## config.mk

```make
export PLATFORM = sky130hd
export DESIGN_NAME = bmt_regs
export DESIGN_NICKNAME = d
export VERILOG_FILES = /design/src/common/bmt_pkg.sv /design/src/verilog/bmt_regs.sv
export VERILOG_INCLUDE_DIRS = /design/src /design/src/common
export SDC_FILE = /design/constraint.sdc
export NUM_CORES = 1
export LEC_CHECK = 0
export BUFFER_PORTS_ARGS = -buffer_cell sky130_fd_sc_hd__buf_2
export CAP_MARGIN = 40
export CORE_MARGIN = 8
export CORE_UTILIZATION = 55
export CTS_CLUSTER_SIZE = 24
export DETAILED_ROUTE_END_ITERATION = 10
export PLACE_DENSITY = 0.8
export SYNTH_ARGS = -nofsm -noshare
export SYNTH_HDL_FRONTEND = slang
export SYNTH_SLANG_ARGS = --single-unit
export TNS_END_PERCENT = 30
```

## constraint.sdc

```tcl
create_clock -name SYS_CLK -period 4.1 [get_ports SYS_CLK]
set_clock_uncertainty 0.2 [all_clocks]
set_input_delay 0 -clock SYS_CLK [delete_from_list [all_inputs] [get_ports SYS_CLK]]
set_output_delay 0 -clock SYS_CLK [all_outputs]
set_load 0.01 [all_outputs]
```

## src/common/bmt_cfg.svh

```systemverilog
// constants of the battery monitor and timer register block
`ifndef BMT_CFG_SVH
`define BMT_CFG_SVH

// ************************************************************
// register offsets
// ************************************************************
`define BMT_OFS_LIMIT 8'h09
`define BMT_OFS_MON 8'h0A
`define BMT_OFS_TMR 8'h0B

// ************************************************************
// field positions
// ************************************************************
`define BMT_BIT_TRIGGER 7
`define BMT_BIT_GLOBAL_RESET 7

// ************************************************************
// reset values and special field codes
// ************************************************************
`define BMT_RST_MON 8'h00
`define BMT_RST_TMR 8'h42
`define BMT_BAND_TOP 2'h3
`define BMT_STEP_NONE 3'h0
`define BMT_LIMIT_OFF 2'h3

// ************************************************************
// bus address and timing
// ************************************************************
`define BMT_I2C_ADDR 7'h35
`define BMT_SETTLE_NS 1000
`define BMT_CLK_MHZ 20

`endif

```

## src/common/bmt_pkg.sv

```systemverilog
// types of the battery monitor and timer register block
package bmt_pkg;

  typedef enum logic [2:0] {
    I2C_IDLE, I2C_RX, I2C_ACK, I2C_TX, I2C_TXACK
  } bmt_i2c_st_t;

  typedef enum logic [1:0] {K_ADDR, K_REG, K_DATA} bmt_kind_t;

  typedef enum logic {M_IDLE, M_RUN} bmt_mon_st_t;

  typedef struct packed {
    logic [1:0] band;
    logic [2:0] step;
  } bmt_result_t;

  typedef struct packed {
    logic droop_disable;
    logic [2:0] droop_threshold;
    logic halfspeed_enable;
    logic [1:0] limit_select;
  } bmt_timer_ctrl_t;

endpackage : bmt_pkg

```

## src/verilog/bmt_regs.sv

```systemverilog
// battery monitor and droop/timer registers behind an i2c slave
//
// Overview of operation
// - writing one to monitor bit 7 starts a search; bit 7 reads zero
// - two-bit band field: 11 top band down to 00 lowest band
// - three-bit step code in band; 000 means threshold not met
// - search starts at band 11, steps down while step code is 000
// - no band gives nonzero step: band and step load all zeros
// - a search also runs automatically before low-power entry
// - droop threshold code with 400/200/100 mV weights; top bit disables
// - half-speed bit slows safety timer outside CC and CV control
// - two-bit safety limit select; code 11 disables safety timers
// - global reset bit at 0x09 restores defaults; reads back zero
`timescale 1ns/1ps
`include "bmt_cfg.svh"
module bmt_regs
  import bmt_pkg::*;
(
  input wire logic SYS_CLK,
  input wire logic NRST,
  input wire logic SCL,
  input wire logic SDA_IN,
  output logic SDA_OUT,
  output logic SDA_OE,
  input wire logic LOW_POWER_ENTRY,
  input wire logic [2:0] MON_STEP_RAW,
  input wire logic CHARGE_CC,
  input wire logic CHARGE_CV,
  output logic [1:0] MON_BAND_SEL,
  output logic MON_BUSY,
  output logic DROOP_DISABLE,
  output logic [2:0] DROOP_THRESHOLD,
  output logic TIMER_SLOW,
  output logic [1:0] SAFETY_LIMIT_SEL,
  output logic SAFETY_TIMER_OFF
);
  localparam int SETTLE_CYC = (`BMT_SETTLE_NS * `BMT_CLK_MHZ + 999) / 1000;
  localparam logic [7:0] SETTLE_LAST = 8'(SETTLE_CYC - 1);
  // ************************************************************
  // input synchronisers
  // ************************************************************
  logic [7:0] sync1_q;
  logic [7:0] sync2_q;
  logic [2:0] prev_q;
  logic scl_s, sda_s, lp_s, cc_s, cv_s;
  logic [2:0] step_s;
  always_ff @(posedge SYS_CLK or negedge NRST)
  begin
    if (!NRST)
    begin
      sync1_q <= 8'h00;
      sync2_q <= 8'h00;
      prev_q <= 3'h0;
    end
    else
    begin
      sync1_q <= {SCL, SDA_IN, LOW_POWER_ENTRY, MON_STEP_RAW,
                  CHARGE_CC, CHARGE_CV};
      sync2_q <= sync1_q;
      prev_q <= {sync2_q[7], sync2_q[6], sync2_q[5]};
    end
  end
  assign scl_s = sync2_q[7];
  assign sda_s = sync2_q[6];
  assign lp_s = sync2_q[5];
  assign step_s = sync2_q[4:2];
  assign cc_s = sync2_q[1];
  assign cv_s = sync2_q[0];
  logic scl_rise, scl_fall, i2c_start, i2c_stop, lp_rise;
  assign scl_rise = scl_s & ~prev_q[2];
  assign scl_fall = ~scl_s & prev_q[2];
  assign i2c_start = scl_s & prev_q[2] & prev_q[1] & ~sda_s;
  assign i2c_stop = scl_s & prev_q[2] & ~prev_q[1] & sda_s;
  assign lp_rise = lp_s & ~prev_q[0];
  // ************************************************************
  // i2c slave and control register
  // ************************************************************
  bmt_i2c_st_t st_q, st_d;
  bmt_kind_t kind_q, kind_d;
  logic [7:0] sh_q, sh_d, ptr_q, ptr_d;
  logic [2:0] cnt_q, cnt_d;
  logic full_q, full_d, tx_next_q, tx_next_d, nack_q, nack_d;
  logic oe_q, oe_d, slow_q, slow_d;
  bmt_timer_ctrl_t tmr_q, tmr_d;
  logic wr_trig, wr_grst;
  bmt_result_t res_q, res_d;
  logic [7:0] rd_val;
  assign rd_val =
    (ptr_q == `BMT_OFS_MON) ? {1'b0, res_q, 2'b00} :
    (ptr_q == `BMT_OFS_TMR) ? {tmr_q, 1'b0} : 8'h00;
  always_comb
  begin
    st_d = st_q;
    kind_d = kind_q;
    sh_d = sh_q;
    ptr_d = ptr_q;
    cnt_d = cnt_q;
    full_d = full_q;
    tx_next_d = tx_next_q;
    nack_d = nack_q;
    oe_d = oe_q;
    tmr_d = tmr_q;
    wr_trig = 1'b0;
    wr_grst = 1'b0;
    if (i2c_start || i2c_stop)
    begin
      st_d = i2c_start ? I2C_RX : I2C_IDLE;
      kind_d = K_ADDR;
      cnt_d = 3'h0;
      full_d = 1'b0;
      oe_d = 1'b0;
    end
    else
    begin
      case (st_q)
        I2C_RX:
        begin
          if (scl_rise)
          begin
            sh_d = {sh_q[6:0], sda_s};
            cnt_d = cnt_q + 3'h1;
            full_d = (cnt_q == 3'h7);
          end
          else if (scl_fall && full_q)
          begin
            full_d = 1'b0;
            oe_d = 1'b1;
            st_d = I2C_ACK;
            case (kind_q)
              K_ADDR:
              begin
                tx_next_d = sh_q[0];
                kind_d = K_REG;
                if (sh_q[7:1] != `BMT_I2C_ADDR)
                begin
                  oe_d = 1'b0;
                  st_d = I2C_IDLE;
                end
              end
              K_REG:
              begin
                ptr_d = sh_q;
                kind_d = K_DATA;
              end
              default:
              begin
                ptr_d = ptr_q + 8'h01;
                if (ptr_q == `BMT_OFS_TMR)
                  tmr_d = bmt_timer_ctrl_t'(sh_q[7:1]);
                if (ptr_q == `BMT_OFS_MON)
                  wr_trig = sh_q[`BMT_BIT_TRIGGER];
                if (ptr_q == `BMT_OFS_LIMIT)
                  wr_grst = sh_q[`BMT_BIT_GLOBAL_RESET];
              end
            endcase
          end
        end
        I2C_ACK, I2C_TXACK:
        begin
          if (scl_rise && st_q == I2C_TXACK)
            nack_d = sda_s;
          else if (scl_fall)
          begin
            cnt_d = 3'h0;
            oe_d = 1'b0;
            if (st_q == I2C_TXACK && nack_q)
              st_d = I2C_IDLE;
            else if (tx_next_q)
            begin
              sh_d = rd_val;
              oe_d = ~rd_val[7];
              ptr_d = ptr_q + 8'h01;
              st_d = I2C_TX;
            end
            else
              st_d = I2C_RX;
          end
        end
        I2C_TX:
          if (scl_fall)
          begin
            sh_d = {sh_q[6:0], 1'b0};
            oe_d = ~sh_q[6] & (cnt_q != 3'h7);
            cnt_d = cnt_q + 3'h1;
            if (cnt_q == 3'h7)
              st_d = I2C_TXACK;
          end
        default: oe_d = 1'b0;
      endcase
    end
    if (wr_grst)
      tmr_d = bmt_timer_ctrl_t'(`BMT_RST_TMR >> 1);
    slow_d = tmr_q.halfspeed_enable & ~cc_s & ~cv_s;
  end
  always_ff @(posedge SYS_CLK or negedge NRST)
  begin
    if (!NRST)
    begin
      st_q <= I2C_IDLE;
      kind_q <= K_ADDR;
      sh_q <= 8'h00;
      ptr_q <= 8'h00;
      cnt_q <= 3'h0;
      full_q <= 1'b0;
      tx_next_q <= 1'b0;
      nack_q <= 1'b0;
      oe_q <= 1'b0;
      slow_q <= 1'b0;
      tmr_q <= bmt_timer_ctrl_t'(`BMT_RST_TMR >> 1);
    end
    else
    begin
      st_q <= st_d;
      kind_q <= kind_d;
      sh_q <= sh_d;
      ptr_q <= ptr_d;
      cnt_q <= cnt_d;
      full_q <= full_d;
      tx_next_q <= tx_next_d;
      nack_q <= nack_d;
      oe_q <= oe_d;
      slow_q <= slow_d;
      tmr_q <= tmr_d;
    end
  end
  // ************************************************************
  // band and step search
  // ************************************************************
  bmt_mon_st_t mst_q, mst_d;
  logic [1:0] sel_q, sel_d;
  logic [7:0] wait_q, wait_d;
  always_comb
  begin
    mst_d = mst_q;
    sel_d = sel_q;
    wait_d = wait_q;
    res_d = res_q;
    case (mst_q)
      M_IDLE:
        if (wr_trig || lp_rise)
        begin
          mst_d = M_RUN;
          sel_d = `BMT_BAND_TOP;
          wait_d = 8'h00;
        end
      M_RUN:
        if (wait_q != SETTLE_LAST)
          wait_d = wait_q + 8'h01;
        // band 00 with no step also lands here and stores 00 000
        else if (step_s != `BMT_STEP_NONE || sel_q == 2'h0)
        begin
          res_d = '{band: sel_q, step: step_s};
          mst_d = M_IDLE;
        end
        else
        begin
          sel_d = sel_q - 2'h1;
          wait_d = 8'h00;
        end
      default: mst_d = M_IDLE;
    endcase
    if (wr_grst)
    begin
      mst_d = M_IDLE;
      res_d = bmt_result_t'(`BMT_RST_MON >> 2);
    end
  end
  always_ff @(posedge SYS_CLK or negedge NRST)
  begin
    if (!NRST)
    begin
      mst_q <= M_IDLE;
      sel_q <= `BMT_BAND_TOP;
      wait_q <= 8'h00;
      res_q <= bmt_result_t'(`BMT_RST_MON >> 2);
    end
    else
    begin
      mst_q <= mst_d;
      sel_q <= sel_d;
      wait_q <= wait_d;
      res_q <= res_d;
    end
  end
  // ************************************************************
  // outputs
  // ************************************************************
  assign SDA_OUT = 1'b0;
  assign SDA_OE = oe_q;
  assign MON_BAND_SEL = sel_q;
  assign MON_BUSY = (mst_q == M_RUN);
  assign DROOP_DISABLE = tmr_q.droop_disable;
  assign DROOP_THRESHOLD = tmr_q.droop_threshold;
  assign TIMER_SLOW = slow_q;
  assign SAFETY_LIMIT_SEL = tmr_q.limit_select;
  assign SAFETY_TIMER_OFF = (tmr_q.limit_select == `BMT_LIMIT_OFF);
endmodule : bmt_regs
```

==> out/results.ini, run 1 <==
[synth]
synth_largest_area_cell=dfrtp_1
ys_warn_count=0
synth_cells=363
async_flop_share=1.00
ys_seq_area_frac=0.481
muxShareOfSynthArea=0.0780
synth_compound_area_frac=0.183
synth_area_um2=3700
synth_flop_cell=dfrtp_1
ys_seq_elements=71
syn-num-nets=380
netlist.area_leader.share=0.453
synth-simple-area-share=0.172
ys_top_cells_by_area=dfrtp_1, mux2i_1, o21ai_0
synthAdderAreaFrac=0.0236
synth_top_family_by_area=compound AO/OA/AOI/OAI gates
synth-edff-count=0
synthXorXnorAreaFrac=0.00473
syn_area_per_cell_um2=10.2
synthDistinctLibCells=62

[worst_setup_path]
crit_path_end=sh_q[2]$_DFFE_PN0P_
rr_startpoint=st_q[0]$_DFFE_PN0P_
startpoint=st_q[0]$_DFFE_PN0P_
ff2ff_path_depth=4
arrival_ps=2870
cp-start-kind=flop
cp.required_ps=4140
crit_path_max_fanout=20
reg2reg_setup_slack_ps=1270
endpoint_kind=flop
worstSetupPathType=flop to flop
r2r_end=sh_q[2]$_DFFE_PN0P_

[placed_design]
gp_congestion=0.869
place_area_um2=3830
io_buffer_count=21
place_hpwl_um=5980

[floorplanning]
die_h_um=98.1
start_util=0.558
fp-row-count=30
floorplan.die_area_um2=9620
die_w_um=98.1
ios=23
coreArea_um2=6640

[detailed_routing]
drtAntennaViolNets=0
wl_um=8420
wl_met1_um=3660
met2WireLength_um=4040
dr.first_iter.drc_count=198
vias=2943
dr.pass1.iters=6
highest_layer=met4
routed_via_density=6.24
routedWlPerCell_um=17.8
wl_met3_um=585
drc=0

[final_layout]
layout.nets=404
layout-drive-gt1-share=0.156
fin_util=0.626
area_growth_syn_to_layout_pct=12.2
fill_cells=554
antennaDiodeCount=0
final_area_um2=4160

[power_and_ir_drop]
power_density_nw_per_um2=452
total_power_mw=1.88
vdd_drop_max_mv=0.338
power_leakage_nw=1.86

[cts]
cts_tree=done
clockBufferDepth=2
numCtsBuffers=9
cts.clk_slew.worst_paths_ps=90
clock_latency_ps=350
cts_resized=0
htreeDepth=3
root_buffer=clkbuf_8
clkSinkCount=71

[timing]
min_period_ps=2830
max_slew_margin=0.392
finalHoldViolCount=0
rsz0062_at_grt=no
tns_ps=0
tightest_slew_ps=912
timing.fmax_mhz=353
drv_slew=0
setup_viol=0
finalCritPeriodShare=0.690

[grt]
grt_pass1_vias=2877
grt_max_degree=27
grtUsageTotal=0.181
antenna_found_initial=0
overflow=0
grt_first_pass_wirelength_um=14000

[outcome]
status=completed

[min_path]
hold_class=input pin to flop
min-delay-start=MON_STEP_RAW[1]

[run]
maxCapViolCount=0

-- cells in the mapped netlist (all sizes together), types with 3 or more instances --
cell type and instances:
o211ai 3, o221ai 7, o41ai 4, nor3 5
o2bb2ai 4, a21oi 15, nand2 26, o21ai 27
a22oi 4, nor3b 5, dfrtp 67, o21a 4
a2bb2oi 4, a32o 4, ha 7, nor2 19
mux2 7, nand4 7, and3 7, inv 25
nor2b 8, mux2i 21, a22o 5, clkbuf 13
buf 9, dfstp 4, nand3 11, nand2b 7
-- what timing repair did --
item,in CTS,in global routing
hold buffers,11,0
buffers inserted,0,0
endpoints found under the hold margin,77,0
-- report_power, final --
| group | switching [mW] | leakage (nW) | total (mW) | internal (mW) |
|---|---|---|---|---|
| Combinational | 0.174 | 0.849 | 0.340 | 0.166 |
| Clock | 0.275 | 0.103 | 0.621 | 0.346 |
| Sequential | 0.121 | 0.906 | 0.920 | 0.799 |
| Total | 0.570 | 1.86 | 1.88 | 1.31 |
-- registers in the layout, indices dropped and copies added (netlist names) --
register / cells
tmr_q: 1
cnt_q: 3
ptr_q: 8
tx_next_q: 1
MON_BUSY: 1
DROOP_THRESHOLD: 3
TIMER_SLOW: 1
sh_q: 8
SDA_OE: 1
SAFETY_LIMIT_SEL: 2
sync2_q: 8
sync1_q: 8
full_q: 1
DROOP_DISABLE: 1
nack_q: 1
kind_q: 2
res_q: 5
wait_q: 8
prev_q: 3
MON_BAND_SEL: 2
st_q: 3
-- stage by stage --
stage	instances	setup slack, ps	hold WS, ps
floorplan	363	2010	-496
global placement	444	1430	-91.8
detailed placement	445	1330	-214
CTS	472	1350	77.2
global route	472	1130	86.7
finish	472	1270	92.2
-- worst max-delay path, stage by stage (launching register included) --
cell	delay (ps)
dfrtp_1	730
nor3b_1	200
a32oi_1	740
o21a_1	470
mux2_2	390
-- routing by layer --
layer  vias up  GRT usage
met5         -          0
met4         0     0.0827
met3        11     0.0405
met2       109      0.288
met1      1445      0.229
li1       1378          -
-- area by class of cell --
class	count	area, um2	area share
Timing Repair Buffer	35	250	0.0602
Inverter	25	93.8	0.0226
Tap cell	80	100	0.0241
Sequential cell	71	1780	0.429
Clock inverter	6	92.6	0.0223
Clock buffer	10	128	0.0307
Multi-Input combinational cell	245	1710	0.412
-- cells in the final DEF (no fill, tap or decap), types with 7 or more instances in the layout --
master and count:
mux2_2 7, and3_1 7, nand3_1 11, dlygate4sd3_1 11, dfrtp_1 67, buf_2 21, inv_1 25, nand4_1 7
nand2_1 26, o21ai_0 25, ha_1 7, o221ai_1 7, a21oi_1 15, clkbuf_8 9, mux2i_1 21, nor2b_1 8
nand2b_1 7, nor2_1 19
-- how the worst min path moves through the flow --
stage,endpoint,cells after the start
after floorplan,DROOP_DISABLE$_DFFE_PN0P_,0
after global placement,sync1_q[4]$_DFF_PN0_,1
after detailed placement,DROOP_THRESHOLD[0]$_DFFE_PN0P_,1
after CTS,sync1_q[0]$_DFF_PN0_,2
after global routing,sync1_q[6]$_DFF_PN0_,2
final,sync1_q[3]$_DFF_PN0_,2
-- cell families (layout without fill, tap and decap cells) --
| logic type | count (synthesis) | in the layout |
|---|---|---|
| and+or+nand+nor | 112 | 112 |
| AOI/OAI and AO/OA | 95 | 95 |
| DFF | 71 | 71 |
| buffers and inverters | 47 | 76 |
| muxes | 28 | 28 |
| adders and majority gates | 7 | 7 |
| xor gates and xnor gates | 2 | 2 |
| other | 1 | 1 |
Note: power is estimated with default switching activity, not from simulation.
==> inputs of run 2 (changes only) <==
--- a/config.mk
+++ b/config.mk
@@ -12,7 +12,7 @@
 export CORE_UTILIZATION = 55
 export CTS_CLUSTER_SIZE = 24
 export DETAILED_ROUTE_END_ITERATION = 10
-export PLACE_DENSITY = 0.8
+export PLACE_DENSITY = 0.83
 export SYNTH_ARGS = -nofsm -noshare
 export SYNTH_HDL_FRONTEND = slang
 export SYNTH_SLANG_ARGS = --single-unit
==> constraint.sdc (replaced) <==
create_clock -name SYS_CLK -period 2.6 [get_ports SYS_CLK]
set_clock_uncertainty 0.2 [all_clocks]
set_input_delay 0 -clock SYS_CLK [delete_from_list [all_inputs] [get_ports SYS_CLK]]
set_output_delay 0 -clock SYS_CLK [all_outputs]
set_load 0.01 [all_outputs]
==> run 2 against run 1 <==
Register-to-register slack lost 990 ps. Hold slack got worse by 91 ps. Worst setup slack worse by 990 ps. Die area stayed put. Highest routed layer unchanged.
==> out/results.ini, run 2 (synthesis results as in run 1) <==
[outcome]
status=completed

[floorplanning]
ios=23
fp-row-count=30
die_h_um=98.1
floorplan.die_area_um2=9620
coreArea_um2=6640
die_w_um=98.1
start_util=0.558

[power_and_ir_drop]
power_leakage_nw=1.89
p_clk_frac=0.318
intPower_mw=2.00
netSwitchingFraction=0.320
power_density_nw_per_um2=702
p_seq_frac=0.489
vdd_drop_max_mv=0.454
p_switching_uw=940
total_power_mw=2.94
p_comb_frac=0.193

[worst_setup_path]
arrival_ps=2410
cp.required_ps=2690
crit_path_max_fanout=7
cp-start-kind=flop
endpoint_kind=flop
worstSetupPathType=flop to flop

[final_layout]
mostFrequentLayoutCell=dfrtp_1
antennaDiodeCount=0
area_growth_syn_to_layout_pct=13.0
layout.nets=410
final_cell_mix=dfrtp_1, nand2_1, inv_1, o21ai_0
layout-drive-gt1-share=0.176

[cts]
cts_resized=0
clock_latency_ps=350
htreeDepth=3
clockBufferDepth=2
cts_tree=done
root_buffer=clkbuf_8
cts.clk_slew.worst_paths_ps=90
clkSinkCount=71
numCtsBuffers=9

[timing]
max_slew_margin=0.588
drv_slew=0
setup_viol=0
timing.fmax_mhz=431
rsz0062_at_grt=no
tightest_slew_ps=609
min_period_ps=2320
tns_ps=0
finalCritPeriodShare=0.892
finalHoldViolCount=0
holdWs_ps=1.04

[detailed_routing]
highest_layer=met4
drtAntennaViolNets=0
vias=2953
met2WireLength_um=4010
dr.pass1.iters=4
dr.first_iter.drc_count=182
wl_met1_um=3580
routedWlPerCell_um=17.2
drc=0
routed_via_density=6.18
wl_um=8220
wl_met3_um=467

[grt]
grt_max_degree=72
antenna_found_initial=0
overflow=0
grtUsageTotal=0.180
grt_pass1_vias=2898
grt_first_pass_wirelength_um=14100

[placed_design]
gp_congestion=0.902
place_hpwl_um=5900
io_buffer_count=21

[min_path]
hold_class=input pin to async pin

[run]
maxCapViolCount=0

run 2: routing by layer:
layer,up-vias,track usage
met3,16,0.0327
met1,1450,0.227
li1,1383,-
met4,0,0.0815
met5,-,0
met2,104,0.294
run 2: worst paths after layout:
check	end	start	cells past startpoint	slack (ps)
worst min-delay path	ptr_q[1]$_DFFE_PN0P_	NRST	3	1
max in group asynchronous	MON_BAND_SEL[1]$_DFFE_PN1P_	NRST	3	1880
worst min register to register	sync2_q[7]$_DFF_PN0_	sync1_q[7]$_DFF_PN0_	0	150
worst max register to register	sh_q[1]$_DFFE_PN0P_	ptr_q[2]$_DFFE_PN0P_	4	280
min in group SYS_CLK	sync1_q[3]$_DFF_PN0_	MON_STEP_RAW[1]	2	80
worst max-delay path	sh_q[1]$_DFFE_PN0P_	ptr_q[2]$_DFFE_PN0P_	4	280
run 2: timing repair:
action                    CTS  global route
hold buffers                9             0
setup buffers               0             0
hold endpoints to repair   79             0
run 2: cell type report:
| cell class | instances | area, um2 |
|---|---|---|
| Sequential cell | 71 | 1780 |
| Timing Repair Buffer | 41 | 290 |
| Fill cell | 521 | 2460 |
| Clock buffer | 9 | 124 |
| Clock inverter | 7 | 86.3 |
| Inverter | 25 | 93.8 |
| Tap cell | 80 | 100 |
| Multi-Input combinational cell | 245 | 1710 |
run 2: stage by stage:
stage / cell area, um2 / util / std cells / setup slack, ps
CTS: 4190 / 0.630 / 478 / 267
finish: 4190 / 0.630 / 478 / 280
global route: 4190 / 0.630 / 478 / 105
floorplan: 3700 / - / 363 / 508
global placement: 3890 / 0.585 / 453 / 390
detailed placement: 3890 / 0.585 / 453 / 304
run 2: critical path, stage by stage, from the launching register on:
cell,delay (ps)
dfrtp_1,440
nor4b_2,600
nand3_1,360
o41ai_1,430
mux2_2,230
run 2: power by group through the flow:
stage	registers (mW)	logic [mW]	clock network [mW]
5_1_grt	1.46	0.634	1.01
4_1_cts	1.43	0.569	0.958
2_1_floorplan	1.38	0.428	0
3_3_place_gp	1.44	0.527	0
6_report	1.44	0.567	0.933
3_5_place_dp	1.45	0.554	0
==> inputs of run 3 (changes only) <==
--- a/config.mk
+++ b/config.mk
@@ -13,6 +13,7 @@
 export CTS_CLUSTER_SIZE = 24
 export DETAILED_ROUTE_END_ITERATION = 10
 export PLACE_DENSITY = 0.83
+export REMOVE_ABC_BUFFERS = 1
 export SYNTH_ARGS = -nofsm -noshare
 export SYNTH_HDL_FRONTEND = slang
 export SYNTH_SLANG_ARGS = --single-unit
==> run 3 against run 2 <==
Total power rose by 6.1%. Worst setup slack got worse by 22 ps. Count of clock-buffer cells in the layout rose by 1. Die area did not move. Utilization rose by 0.40 points. Register-to-register slack got worse by 20 ps. Cell count fell by 0.21%. Fmax fell by 0.93%. Combinational power rose by 3%. Sequential share of layout area fell by 0.27 points. Design area rose by 0.63%.
==> out/results.ini, run 3 (synthesis results as in run 1) <==
[outcome]
status=completed

[timing]
finalCritPeriodShare=0.901
max_slew_margin=0.459
holdWs_ps=67.9
min_period_ps=2340
rsz0062_at_grt=no
drv_slew=0
setup_viol=0
tns_ps=0
worst_slack_ps=258
tightest_slew_ps=811
finalHoldViolCount=0
timing.fmax_mhz=427

[final_layout]
layout.nets=409
antennaDiodeCount=0
fin_util=0.634
fill_cells=488
final_area_um2=4210
area_growth_syn_to_layout_pct=13.7
mostFrequentLayoutCell=dfrtp_1
final_cell_mix=dfrtp_1, nand2_1, inv_1, o21ai_0
layout-drive-gt1-share=0.171

[worst_setup_path]
r2r_end=sh_q[1]$_DFFE_PN0P_
reg2reg_setup_slack_ps=260
rr_startpoint=ptr_q[2]$_DFFE_PN0P_
cp-start-kind=flop
crit_path_max_fanout=7
arrival_ps=2430
cp.required_ps=2690
ff2ff_path_depth=4
endpoint_kind=flop
worstSetupPathType=flop to flop

[cts]
clock_latency_ps=350
root_buffer=clkbuf_8
cts.clk_slew.worst_paths_ps=80
clockBufferDepth=2
cts_resized=0
cts_tree=done
numCtsBuffers=9
cts_setup_buffers=0
hold_buffers=9
htreeDepth=3
clkSinkCount=71

[grt]
antenna_found_initial=0
overflow=0
grt_first_pass_wirelength_um=14300
grtUsageTotal=0.182
grt_pass1_vias=2928
grt_max_degree=38

[run]
maxCapViolCount=0

[floorplanning]
coreArea_um2=6640
ios=23
die_w_um=98.1
die_h_um=98.1
floorplan.die_area_um2=9620
start_util=0.558
fp-row-count=30

[placed_design]
place_ws_ps=329
gp_congestion=0.920
place_area_um2=3880
io_buffer_count=21
place_hpwl_um=5830

[detailed_routing]
drtAntennaViolNets=0
dr.first_iter.drc_count=301
dr.pass1.iters=5
routedWlPerCell_um=17.6
vias=2980
routed_via_density=6.25
wl_um=8380
drc=0

[power_and_ir_drop]
power_leakage_nw=1.90
vdd_drop_max_mv=0.605
power_density_nw_per_um2=740

[min_path]
hold_class=input pin to async pin

run 3: cell type report:
| cell class | instances | area, um2 | area share |
|---|---|---|---|
| sequential | 71 | 1780 | 0.423 |
| clock buffer | 10 | 128 | 0.0303 |
| clock inverter | 6 | 116 | 0.0276 |
| tap | 80 | 100 | 0.0238 |
| inverter | 25 | 93.8 | 0.0223 |
| timing repair buffer | 40 | 283 | 0.0671 |
| multi-input combinational | 245 | 1710 | 0.406 |
run 3: worst max path at each step:
stage	depth (start not counted)	slack (ps)	from	to
floorplan	4	10	sync2_q[7]$_DFF_PN0_	sh_q[1]$_DFFE_PN0P_
global placement	4	350	st_q[1]$_DFFE_PN0P_	wait_q[1]$_DFFE_PN0P_
detailed placement	4	330	st_q[1]$_DFFE_PN0P_	sh_q[3]$_DFFE_PN0P_
CTS	4	260	st_q[1]$_DFFE_PN0P_	wait_q[1]$_DFFE_PN0P_
global route	4	80	ptr_q[2]$_DFFE_PN0P_	wait_q[1]$_DFFE_PN0P_
finish	4	260	ptr_q[2]$_DFFE_PN0P_	sh_q[1]$_DFFE_PN0P_
run 3: layer usage:
layer,vias to the layer above,global-route usage,wire (um)
met4,0,0.0839,122
met3,13,0.0405,462
met2,108,0.274,3960
li1,1379,-,-
met1,1480,0.242,3840
met5,-,0,0
run 3: through the flow:
step / cells / power (mW)
floorplan: 341 / 1.80
global placement: 452 / 1.97
detailed placement: 452 / 2.01
CTS: 477 / 3.12
global route: 477 / 3.26
finish: 477 / 3.12
run 3: power by group:
group          internal, mW  switching, mW
combinational         0.274          0.307
clock                 0.646          0.442
sequential             1.26          0.187
run 3: worst max-delay path: stages (launching register included):
cell and delay, ps:
dfrtp_1 460, nor4b_2 610, nand3_1 370, o41ai_1 420
mux2_2 220
